$ cat config.mk
export PLATFORM = sky130hd
export DESIGN_NAME = adct_control
export DESIGN_NICKNAME = d
export VERILOG_FILES = /design/src/inc/adct_pkg.sv /design/src/logic/adct_tap_gen.sv /design/src/logic/adct_control.sv
export SDC_FILE = /design/constraint.sdc
export NUM_CORES = 1
export LEC_CHECK = 0
export BUFFER_PORTS_ARGS = -buffer_cell sky130_fd_sc_hd__buf_2
export CAP_MARGIN = 0
export CORE_MARGIN = 2
export CORE_UTILIZATION = 50
export CTS_CLUSTER_DIAMETER = 40
export DETAILED_ROUTE_END_ITERATION = 16
export PLACE_DENSITY = 0.8
export SYNTH_ARGS = -nofsm -noshare
export SYNTH_HDL_FRONTEND = slang
export SYNTH_SLANG_ARGS = --single-unit
$ cat constraint.sdc
create_clock -name sys_clk -period 2.5 [get_ports sys_clk]
set_clock_uncertainty 0.2 [all_clocks]
set_input_delay 0.5 -clock sys_clk [delete_from_list [all_inputs] [get_ports sys_clk]]
set_output_delay 0.5 -clock sys_clk [all_outputs]
set_load 0.005 [all_outputs]
$ cat src/inc/adct_pkg.sv
/*
  adct_pkg: register map, field positions, reset values, timing counts and
  carrier types shared by the converter control block.
  Assumes a 32-bit APB register bus and one 50 MHz system clock.
*/
package adct_pkg;

  // ****************************************************************
  // register map (printed offsets are word indices)
  // ****************************************************************
  localparam logic [7:0]  IDX_CONTROL   = 8'h26;
  localparam logic [7:0]  IDX_CLOCK_SEL = 8'h27;
  localparam logic [7:0]  IDX_RES_LOW   = 8'h24;
  localparam logic [7:0]  IDX_RES_HIGH  = 8'h25;
  localparam logic [7:0]  IDX_IRQ_STAT  = 8'h28;
  localparam logic [7:0]  IDX_IRQ_EN    = 8'h29;
  localparam logic [7:0]  IDX_IRQ_CLR   = 8'h2A;
  localparam logic [11:0] ADDR_CONTROL   = {2'b00, IDX_CONTROL, 2'b00};
  localparam logic [11:0] ADDR_CLOCK_SEL = {2'b00, IDX_CLOCK_SEL, 2'b00};
  localparam logic [11:0] ADDR_RES_LOW   = {2'b00, IDX_RES_LOW, 2'b00};
  localparam logic [11:0] ADDR_RES_HIGH  = {2'b00, IDX_RES_HIGH, 2'b00};
  localparam logic [11:0] ADDR_IRQ_STAT  = {2'b00, IDX_IRQ_STAT, 2'b00};
  localparam logic [11:0] ADDR_IRQ_EN    = {2'b00, IDX_IRQ_EN, 2'b00};
  localparam logic [11:0] ADDR_IRQ_CLR   = {2'b00, IDX_IRQ_CLR, 2'b00};

  // ****************************************************************
  // field positions and reset values
  // ****************************************************************
  localparam int          CTL_CHAN_LSB   = 0;
  localparam int          CTL_PORT_LSB   = 3;
  localparam int          CTL_PEND_BIT   = 6;
  localparam int          CTL_START_BIT  = 7;
  localparam int          CSEL_TEST_BIT  = 7;
  localparam logic [7:0]  CONTROL_RESET  = 8'h00;
  localparam logic [1:0]  CLKSEL_RESET   = 2'b00;
  localparam int          IRQ_DONE_BIT   = 0;

  // ****************************************************************
  // timing
  // ****************************************************************
  localparam int          SYS_CLK_HZ      = 50_000_000;
  localparam int          CONV_TAPS       = 80;
  localparam int          SAMPLE_TAPS     = 32;
  localparam logic [1:0]  CSEL_DIV2       = 2'b00;
  localparam logic [1:0]  CSEL_DIV8       = 2'b01;
  localparam logic [1:0]  CSEL_DIV32      = 2'b10;
  localparam logic [4:0]  DIV2_TOP        = 5'h01;
  localparam logic [4:0]  DIV8_TOP        = 5'h07;
  localparam logic [4:0]  DIV32_TOP       = 5'h1F;

  typedef enum logic [1:0] {
    ST_IDLE   = 2'b00,
    ST_ARMED  = 2'b01,
    ST_SAMPLE = 2'b10,
    ST_CONV   = 2'b11
  } adct_state_e;

  typedef struct packed {
    logic [2:0] chanSel;
    logic [2:0] portCfg;
  } adct_cfg_s;

endpackage : adct_pkg

$ cat src/logic/adct_tap_gen.sv
/*
  adct_tap_gen: divides the system clock into converter clock ticks.
  Assumes the caller holds clrDiv while no conversion is running.
*/
`timescale 1ns/1ps
module adct_tap_gen (
  // clock and reset
  input  wire logic       sys_clk,
  input  wire logic       resetn,
  // control
  input  wire logic       clrDiv,
  input  wire logic [1:0] clkSel,
  // tick out
  output logic            tapTick
);
  import adct_pkg::*;

  logic [4:0] divCnt_q;
  logic [4:0] divCnt_d;
  logic [4:0] divTop;
  logic       tapTick_d;

  // divider select
  always_comb begin
    unique case (clkSel)
      CSEL_DIV2:  divTop = DIV2_TOP;
      CSEL_DIV8:  divTop = DIV8_TOP;
      CSEL_DIV32: divTop = DIV32_TOP;
      // undefined code: slowest clock is the safe guess
      default:    divTop = DIV32_TOP;
    endcase
    tapTick_d = 1'b0;
    if (clrDiv) begin
      divCnt_d = 5'h00;
    end else if (divCnt_q >= divTop) begin
      divCnt_d  = 5'h00;
      tapTick_d = 1'b1;
    end else begin
      divCnt_d = divCnt_q + 5'h01;
    end
  end

  always_ff @(posedge sys_clk or negedge resetn) begin
    if (!resetn) begin
      divCnt_q <= 5'h00;
      tapTick  <= 1'b0;
    end else begin
      divCnt_q <= divCnt_d;
      tapTick  <= tapTick_d;
    end
  end

endmodule : adct_tap_gen

$ cat src/logic/adct_control.sv
/*
  adct_control: APB register file and sequencer for an 8-channel 12-bit
  successive approximation converter.
  Assumes the analog core returns its 12-bit code on convCode by the end of
  the conversion and that APB inputs are synchronous to sys_clk.
*/
`timescale 1ns/1ps
// Overview of operation
// eight input channels, each conversion yields a 12-bit result
// result bytes are read only; writes leave them unchanged
// high byte holds result 11..4, low byte bits 7..4 hold result 3..0
// control bits 2..0 pick the analog channel 0 to 7
// port field k makes lines 0..k-1 analog; 7 means all; 0 none
// analog lines lose digital I/O and pull-up; converter powered on
// port field zero powers the converter down
// pending flag at control bit 6; zero means conversion done
// start rising edge resets converter and sets pending flag
// conversion starts on start falling edge after a rising edge
// hardware clears pending flag when conversion completes
// each completion sets the converter interrupt request
// software keeps start low until pending flag returns to zero
// clock select 00 div2, 01 div8, 10 div32, 11 undefined
// software leaves clock register bit 7 alone; other unused read zero
// software pulses start after port field change, except to zero
// port change without start may leave pending flag; start restores it
// conversion lasts 80 converter clocks, first 32 sampling
// result bytes update together at completion and hold until next
module adct_control (
  // clock and reset
  input  wire logic            sys_clk,
  input  wire logic            resetn,
  // apb slave
  input  wire logic            psel,
  input  wire logic            penable,
  input  wire logic            pwrite,
  input  wire logic [11:0]     paddr,
  input  wire logic [31:0]     pwdata,
  output logic      [31:0]     prdata,
  output logic                 pready,
  output logic                 pslverr,
  // analog core
  input  wire logic [11:0]     convCode,
  output logic      [2:0]      chanSel,
  output logic                 convPowerOn,
  output logic                 convReset,
  output logic                 sampleOn,
  // port b
  output logic      [7:0]      portbAnalog,
  // interrupt
  output logic                 irq
);
  import adct_pkg::*;

  // ****************************************************************
  // registers
  // ****************************************************************
  adct_cfg_s   cfg_q,     cfg_d;
  logic        start_q,   start_d;
  logic        pend_q,    pend_d;
  logic [1:0]  clkSel_q,  clkSel_d;
  logic        testBit_q, testBit_d;
  logic [11:0] result_q,  result_d;
  logic        stat_q,    stat_d;
  logic        irqEn_q,   irqEn_d;
  adct_state_e state_q,   state_d;
  logic [6:0]  tapCnt_q,  tapCnt_d;
  logic [31:0] prdata_d;
  logic        irq_d;
  logic [7:0]  analog_d;
  logic        tapTick;
  logic        wrEn;
  logic        rdEn;
  logic        hit;
  logic [7:0]  wByte;
  logic        startRise;
  logic        startFall;
  logic        convDone;

  assign wrEn  = psel && penable && pwrite;
  assign rdEn  = psel && penable && !pwrite;
  assign wByte = pwdata[7:0];

  // ****************************************************************
  // converter clock
  // ****************************************************************
  adct_tap_gen u_tap (
    .sys_clk (sys_clk),
    .resetn  (resetn),
    .clrDiv  (state_q == ST_IDLE || state_q == ST_ARMED),
    .clkSel  (clkSel_q),
    .tapTick (tapTick)
  );

  // ****************************************************************
  // start edges and sequencer
  // ****************************************************************
  assign startRise = wrEn && (paddr == ADDR_CONTROL) && wByte[CTL_START_BIT] && !start_q;
  assign startFall = wrEn && (paddr == ADDR_CONTROL) && !wByte[CTL_START_BIT] && start_q;
  assign convDone  = (state_q == ST_CONV) && tapTick && (tapCnt_q == 7'(CONV_TAPS - 1));

  always_comb begin
    state_d  = state_q;
    tapCnt_d = tapCnt_q;
    // rise resets converter
    if (startRise) begin
      state_d  = ST_ARMED;
      tapCnt_d = 7'h00;
    end else begin
      unique case (state_q)
        ST_IDLE: begin
          tapCnt_d = 7'h00;
        end
        // fall after rise triggers
        ST_ARMED: begin
          if (startFall) begin
            state_d = ST_SAMPLE;
          end
        end
        // sampling phase length
        ST_SAMPLE: begin
          if (tapTick) begin
            tapCnt_d = tapCnt_q + 7'h01;
            if (tapCnt_q == 7'(SAMPLE_TAPS - 1)) begin
              state_d = ST_CONV;
            end
          end
        end
        // total conversion length
        ST_CONV: begin
          if (tapTick) begin
            tapCnt_d = tapCnt_q + 7'h01;
            if (convDone) begin
              state_d = ST_IDLE;
            end
          end
        end
      endcase
    end
  end

  // ****************************************************************
  // register file
  // ****************************************************************
  always_comb begin
    cfg_d     = cfg_q;
    start_d   = start_q;
    pend_d    = pend_q;
    clkSel_d  = clkSel_q;
    testBit_d = testBit_q;
    result_d  = result_q;
    stat_d    = stat_q;
    irqEn_d   = irqEn_q;
    if (wrEn && paddr == ADDR_CONTROL) begin
      // channel field
      cfg_d.chanSel = wByte[CTL_CHAN_LSB +: 3];
      // port field
      cfg_d.portCfg = wByte[CTL_PORT_LSB +: 3];
      start_d       = wByte[CTL_START_BIT];
    end
    if (wrEn && paddr == ADDR_CLOCK_SEL) begin
      clkSel_d  = wByte[1:0];
      // test bit kept but inert
      testBit_d = wByte[CSEL_TEST_BIT];
    end
    if (wrEn && paddr == ADDR_IRQ_EN) begin
      irqEn_d = wByte[IRQ_DONE_BIT];
    end
    if (wrEn && paddr == ADDR_IRQ_CLR && wByte[IRQ_DONE_BIT]) begin
      stat_d = 1'b0;
    end
    // self clearing on completion
    // coherent result capture
    // only the sequencer writes results
    if (convDone) begin
      pend_d   = 1'b0;
      result_d = convCode;
      // completion sets request; set beats clear
      stat_d   = 1'b1;
    end
    // rise forces pending high
    // start pulse restores flag
    // placed last: a rise in the final tap restarts, so pending must win
    if (startRise) begin
      pend_d = 1'b1;
    end
  end

  // ****************************************************************
  // read mux and outputs
  // ****************************************************************
  always_comb begin
    hit      = 1'b1;
    prdata_d = 32'h0000_0000;
    unique case (paddr)
      // pending flag at bit 6
      ADDR_CONTROL:   prdata_d[7:0] = {start_q, pend_q, cfg_q.portCfg, cfg_q.chanSel};
      // unused bits read zero
      ADDR_CLOCK_SEL: prdata_d[7:0] = {testBit_q, 5'b0_0000, clkSel_q};
      // result byte packing
      ADDR_RES_HIGH:  prdata_d[7:0] = result_q[11:4];
      ADDR_RES_LOW:   prdata_d[7:0] = {result_q[3:0], 4'h0};
      ADDR_IRQ_STAT:  prdata_d[0]   = stat_q;
      ADDR_IRQ_EN:    prdata_d[0]   = irqEn_q;
      ADDR_IRQ_CLR:   prdata_d      = 32'h0000_0000;
      default:        hit           = 1'b0;
    endcase
    irq_d = (stat_d && irqEn_d);
    // analog line map
    for (int i = 0; i < 8; i++) begin
      analog_d[i] = (cfg_d.portCfg == 3'b111) || (i < int'(cfg_d.portCfg));
    end
  end

  always_ff @(posedge sys_clk or negedge resetn) begin
    if (!resetn) begin
      cfg_q       <= '0;
      start_q     <= CONTROL_RESET[CTL_START_BIT];
      pend_q      <= CONTROL_RESET[CTL_PEND_BIT];
      clkSel_q    <= CLKSEL_RESET;
      testBit_q   <= 1'b0;
      result_q    <= 12'h000;
      stat_q      <= 1'b0;
      irqEn_q     <= 1'b0;
      state_q     <= ST_IDLE;
      tapCnt_q    <= 7'h00;
      prdata      <= 32'h0000_0000;
      pready      <= 1'b0;
      pslverr     <= 1'b0;
      irq         <= 1'b0;
      chanSel     <= 3'b000;
      convPowerOn <= 1'b0;
      convReset   <= 1'b0;
      sampleOn    <= 1'b0;
      portbAnalog <= 8'h00;
    end else begin
      cfg_q       <= cfg_d;
      start_q     <= start_d;
      pend_q      <= pend_d;
      clkSel_q    <= clkSel_d;
      testBit_q   <= testBit_d;
      result_q    <= result_d;
      stat_q      <= stat_d;
      irqEn_q     <= irqEn_d;
      state_q     <= state_d;
      tapCnt_q    <= tapCnt_d;
      // no wait state: pready and read data registered from the setup cycle, valid in the first access cycle
      prdata      <= (psel && !penable && !pwrite) ? prdata_d : prdata;
      pready      <= psel && !penable;
      pslverr     <= psel && !penable && !hit;
      irq         <= irq_d;
      // channel to core
      chanSel     <= cfg_d.chanSel;
      // power follows port field
      convPowerOn <= (cfg_d.portCfg != 3'b000);
      convReset   <= (state_d == ST_ARMED);
      sampleOn    <= (state_d == ST_SAMPLE);
      // digital path disabled where set
      portbAnalog <= analog_d;
    end
  end
endmodule : adct_control

# Word level (Yosys, flattened, before mapping)
# Index checks and enable logic that the tools add are counted.
totals:
  regBits: 62
  in_bits: 61
  word_cells: 110
op_classes:
  add_sub_neg: 2
  magnitude_cmp: 8
  n_eq_ne: 17
  n_mux: 24
  n_reduce_logical: 38
ops:
  columns: ["operator", "count"]
  rows:
  - ["$eq A12 B8 Y1 const B", 7]
  - ["$pmux W7 S4", 1]
  - ["$logic_and A1 B1 Y1", 17]
  - ["$mux W7", 2]
  - ["$pmux W7 S2", 1]
  - ["$mux W2", 6]
  - ["$mux W5", 2]
  - ["$pmux W5 S2", 1]
  - ["$lt A3 B3 Y1 const A", 3]
  - ["$logic_or A1 B1 Y1", 8]
  - ["$mux W1", 8]
  - ["$add A7 B1 Y7 const B", 1]
  - ["$eq A7 B5 Y1 const B", 1]
  - ["$eq A7 B7 Y1 const B", 1]
  - ["$reduce_or A7 Y1", 1]
  - ["$eq A2 B1 Y1 const B", 3]
  - ["$eq A2 B2 Y1 const B", 3]
  - ["$lt A1 B3 Y1 const A", 2]
  - ["$lt A2 B3 Y1 const A", 2]
  - ["$pmux W2 S3", 1]
  - ["$reduce_bool A3 Y1", 2]
  - ["$add A5 B1 Y5 const B", 1]
  - ["$ge A5 B5 Y1", 1]
  - ["$logic_not A1 Y1", 5]
  - ["8 further kinds", 9]

# Logic depth before layout (Yosys ltp)
logic_depth:
  ltp_word: 9
  depth_mapped: 6
  mapped_depth_nobuf: 6

# Modules after synthesis
# From an unflattened synthesis, not the netlist that was laid out.
hier_totals:
  hier_cells: 294
  hier_area_um2: 3211.8
modules_own_cells:
  columns: ["module", "n_inst", "cells_each", "area_each_um2", "seq_area_each_um2"]
  rows:
  - ["adct_control", 1, 263, 2880.3, 1401.3]
  - ["adct_tap_gen", 1, 31, 331.6, 150.1]

# Worst setup path before layout
# Ideal clock, no wire load.
synth_path:
  kind: "input-to-reg"
  startpoint: "input paddr[11]"
  endpoint: "register clkSel_q[0]"
  t_arrival_ps: 1644
  slack_ps: 529
  stages: 4
  path_buffers: 0
  path_cell_list: "nor4b_4 nand2_2 nor4_4 mux2_1"
synth_between:
  elab_chain_cells: 2
synth_lines:
  columns: ["item", "line_no", "source"]
  rows:
  - ["start: declaration", "adct_control.sv:36", "input wire logic [11:0] paddr,"]
  - ["$eq A12 B8 Y1", "adct_control.sv:160", "if (wrEn && paddr == ADDR_CLOCK_SEL) begin"]
  - ["$logic_and A1 B1 Y1", "adct_control.sv:160", null]
  - ["end signal: assignment", "adct_control.sv:239", "clkSel_q <= clkSel_d;"]
  - ["end: declaration", "adct_control.sv:60", "logic [1:0] clkSel_q, clkSel_d;"]
# Every way passes these cells.
# A chain may end at the register's enable or synchronous reset.

# Worst setup path after layout
layout_path:
  startpoint: "register tapCnt_q[0]"
  endpoint: "register result_q[0]"
layout_between:
  elab_chain_cells: 2
layout_lines:
  columns: ["item", "line_no", "source"]
  rows:
  - ["start: declaration", "adct_control.sv:66", "logic [6:0] tapCnt_q, tapCnt_d;"]
  - ["start signal: assignment", "adct_control.sv:245", "tapCnt_q <= tapCnt_d;"]
  - ["$eq A7 B7 Y1", "adct_control.sv:99", "assign convDone = (state_q == ST_CONV) && tapTick && (tapCnt_q == 7'(CONV_TAPS - 1));"]
  - ["$logic_and A1 B1 Y1", "adct_control.sv:99", null]
  - ["end signal: assignment", "adct_control.sv:241", "result_q <= result_d;"]
  - ["end: declaration", "adct_control.sv:62", "logic [11:0] result_q, result_d;"]
# Every way passes these cells.

==> results.md <==
- Worst Max-Slew Pin Slew: between 0.6 and 0.7 ns
- Critical Path Source Type: flip-flop
- Register area share after synthesis: 0.4853
- Antenna violations before repair: 0
- Via count: 2245
- Max Root-Sink Buffers: 2
- Sw power: approximately 560 µW
- Die Height: approximately 83 µm
- Hold Worst Slack: approximately 0.16 ns
- CTS H-tree depth: 3
- Fmax: between 0.4 and 0.5 GHz
- Vias/cell: ~5.3
- Setup TNS: 0 ns
- Yosys reg bits: 61
- Wire length on met2: around 2900 µm
- Seq pwr share: 0.468
- Top Layer Used: met4
- CTS root buffer: clkbuf_8
- Non-Filler Instances: roughly 430
- Die X: ~83 µm
- HPWL after DPL: between 4000 and 5000 µm
- Layout cells sized above 1: 0.3153
- Total power: between 2000 and 2500 µW
- Worst EP required: roughly 2.5 ns
- YS warnings: 0
- Ys async rst share: 1.000
- Max-slew violation count: 0
- Ant diodes: 0
- Worst-path clk slew: around 0.070 ns
- CTS tree: done
- Worst skew pair latency: between 0.3 and 0.4 ns
- Final Hold Violating Endpoints: 0
- Outcome: finished, final reports clean
- ANT nets after route: 0
- Clk pwr share: 0.434
- Synth top area share: 0.4853
- I/O pin cnt: 110
- Cell Rows: 28
- Post-cts repair resize count: 0
- Detailed Route WL: about 6300 µm
- DRT met1 WL: approximately 2800 µm
- Post-synth top area cell: dfrtp_1
- Number of max-cap violations: 0
- Synthesized area: roughly 3100 µm²
- Drt wl/cell: between 10 and 15 µm
- Critical path class: reg -> reg
- Pin count of the biggest net entering global routing: 62
- Post-Syn Instances: 283
- HP Class: in -> reg
- Post-CTS Setup Inserts: 0
- GPL Wtd Cong: 0.8323
- RSZ-0062 raised after global routing: false
- Layout Area Growth over Synthesis: 16.95%
- # fillers: between 400 and 500
- Placed cell count: 410
- Final period util: 0.8723
- CP Capture Type: flip-flop
- EDFF count, synth: 0
- Top post-synthesis cells by area: dfrtp_1, buf_4, mux2_1, mux2_4, nand2_1
- Fin crit period: around 2.2 ns
- Count of cell types in the netlist: 53
- Global-route wire length before repair: about 11000 µm
- CTS hold repair buffers: 1
- Max_slew headroom: 0.5793
- Leakage: roughly 0.0019 µW
- Pwr dens: 630.2 nW/µm²
- Core Footprint: approximately 6000 µm²
- # setup viols final: 0
- Top-count cell post-synth: dfrtp_1
- Starting Density: 0.5251
- CTS buffer count: 9
- DRT iter0 DRCs: 127
- Critical path arrival: 2.20 ns
- Mean Syn Cell Area: roughly 11 µm²
- Worst ir drop on vdd: 0.4077 mV
- Vias in the first global route: 2250
- Utilization after layout: 0.6140
- GRT overflow: 0
- Pint: around 1800 µW
- Detailed-router iteration count before antenna repair: 4
- Commonest cells post-synth: dfrtp_1, buf_4, nand2_1, nor2_1, mux2_1
- Critical path fanouts, max: 15
- GR Util All Layers: 0.1953
- Post-synth top flop: dfrtp_1
- Combinational share of power: 0.098
- Switching part of the total: 0.2403
- Die area: approximately 6900 µm²
- Met3 Routed Length: between 400 and 500 µm
- DRC: 0
- Nets: 414
- Clock sinks: 61
- Port buffer count: 60
## critical path: stages (launching register included)
cell and delay [ns]:
dfrtp_1 0.40, ha_1 0.21, nand4_2 0.18, nor4_2 0.27, nand2_2 0.34, mux2_1 0.45
## registers in the layout, summed over array words and instances, names as in the netlist, 2 cells and up
signal	flops
tapCnt_q	7
clkSel_q	2
u_tap.divCnt_q	5
portbAnalog	7
prdata	8
cfg_q	6
result_q	12
state_q	2
## stage by stage
| stage | area (µm²) | setup slack, ns |
|---|---|---|
| after CTS | 3679 | 0.3128 |
| final | 3679 | 0.3194 |
| after global routing | 3679 | 0.1788 |
| after detailed placement | 3436 | 0.2575 |
| after global placement | 3436 | 0.2971 |
| after floorplan | 3232 | 0.5289 |
## routing by layer
metal	vias to the layer above	GRT usage
met5	-	0
met4	0	0.07601
met3	10	0.06859
met2	84	0.2947
met1	1087	0.2588
li1	1064	-
## layout by cell type (no fill, tap or decap), types with 7 or more instances in the layout
master    netlist  layout
conb_1          1      24
inv_1           8       8
buf_2           3      60
a22oi_1         9       9
o21ai_1         7       7
dfrtp_1        61      61
nor2_1         22      22
clkbuf_8        0      11
mux2_1         11      11
mux2_4          7       7
a21oi_1         9       9
buf_4          28       7
nand2_1        24      24
## logic make-up after synthesis
| kind of cell | Yosys count | share of synthesized area |
|---|---|---|
| and+or+nand+nor | 82 | 0.1500 |
| buffers and inverters | 48 | 0.09427 |
| adders and majority gates | 6 | 0.02387 |
| muxes | 30 | 0.1181 |
| other | 1 | 0.001192 |
| xor gates and xnor gates | 8 | 0.02228 |
| AOI/OAI and AO/OA | 47 | 0.1050 |
| DFF | 61 | 0.4853 |
## worst paths after layout
path,start,slack [ns],end,cells after the start
setup / recovery,tapCnt_q[0]$_DFFE_PN0P_,0.32,result_q[0]$_DFFE_PN0P_,5
hold / removal,penable,0.16,pready$_DFF_PN0_,2
setup reg to reg,tapCnt_q[0]$_DFFE_PN0P_,0.32,result_q[0]$_DFFE_PN0P_,5
hold reg to reg,pend_q$_DFFE_PN0P_,0.28,pend_q$_DFFE_PN0P_,1
max in group asynchronous,resetn,1.35,pready$_DFF_PN0_,3
min in group asynchronous,resetn,0.49,u_tap.divCnt_q[4]$_DFF_PN0_,3
## power by group through the flow
stage / Combinational [µW] / Sequential (µW) / Clock, µW
2_1_floorplan: 169 / 1090 / 0
3_3_place_gp: 215 / 1100 / 0
3_5_place_dp: 227 / 1100 / 0
4_1_cts: 230 / 1080 / 1040
5_1_grt: 260 / 1090 / 1070
6_report: 228 / 1080 / 1010
## final cells by class
cell class	instances	area, µm²	share of cell area
inverters	9	33.78	0.009184
clock buffers	11	151.4	0.04116
well taps	75	93.84	0.02551
clock inverters	5	81.33	0.02211
flip-flops and latches	61	1526	0.4150
multi-input cells	197	1409	0.3830
repair buffers	69	382.9	0.1041
Power figures use the tool's default switching activity.
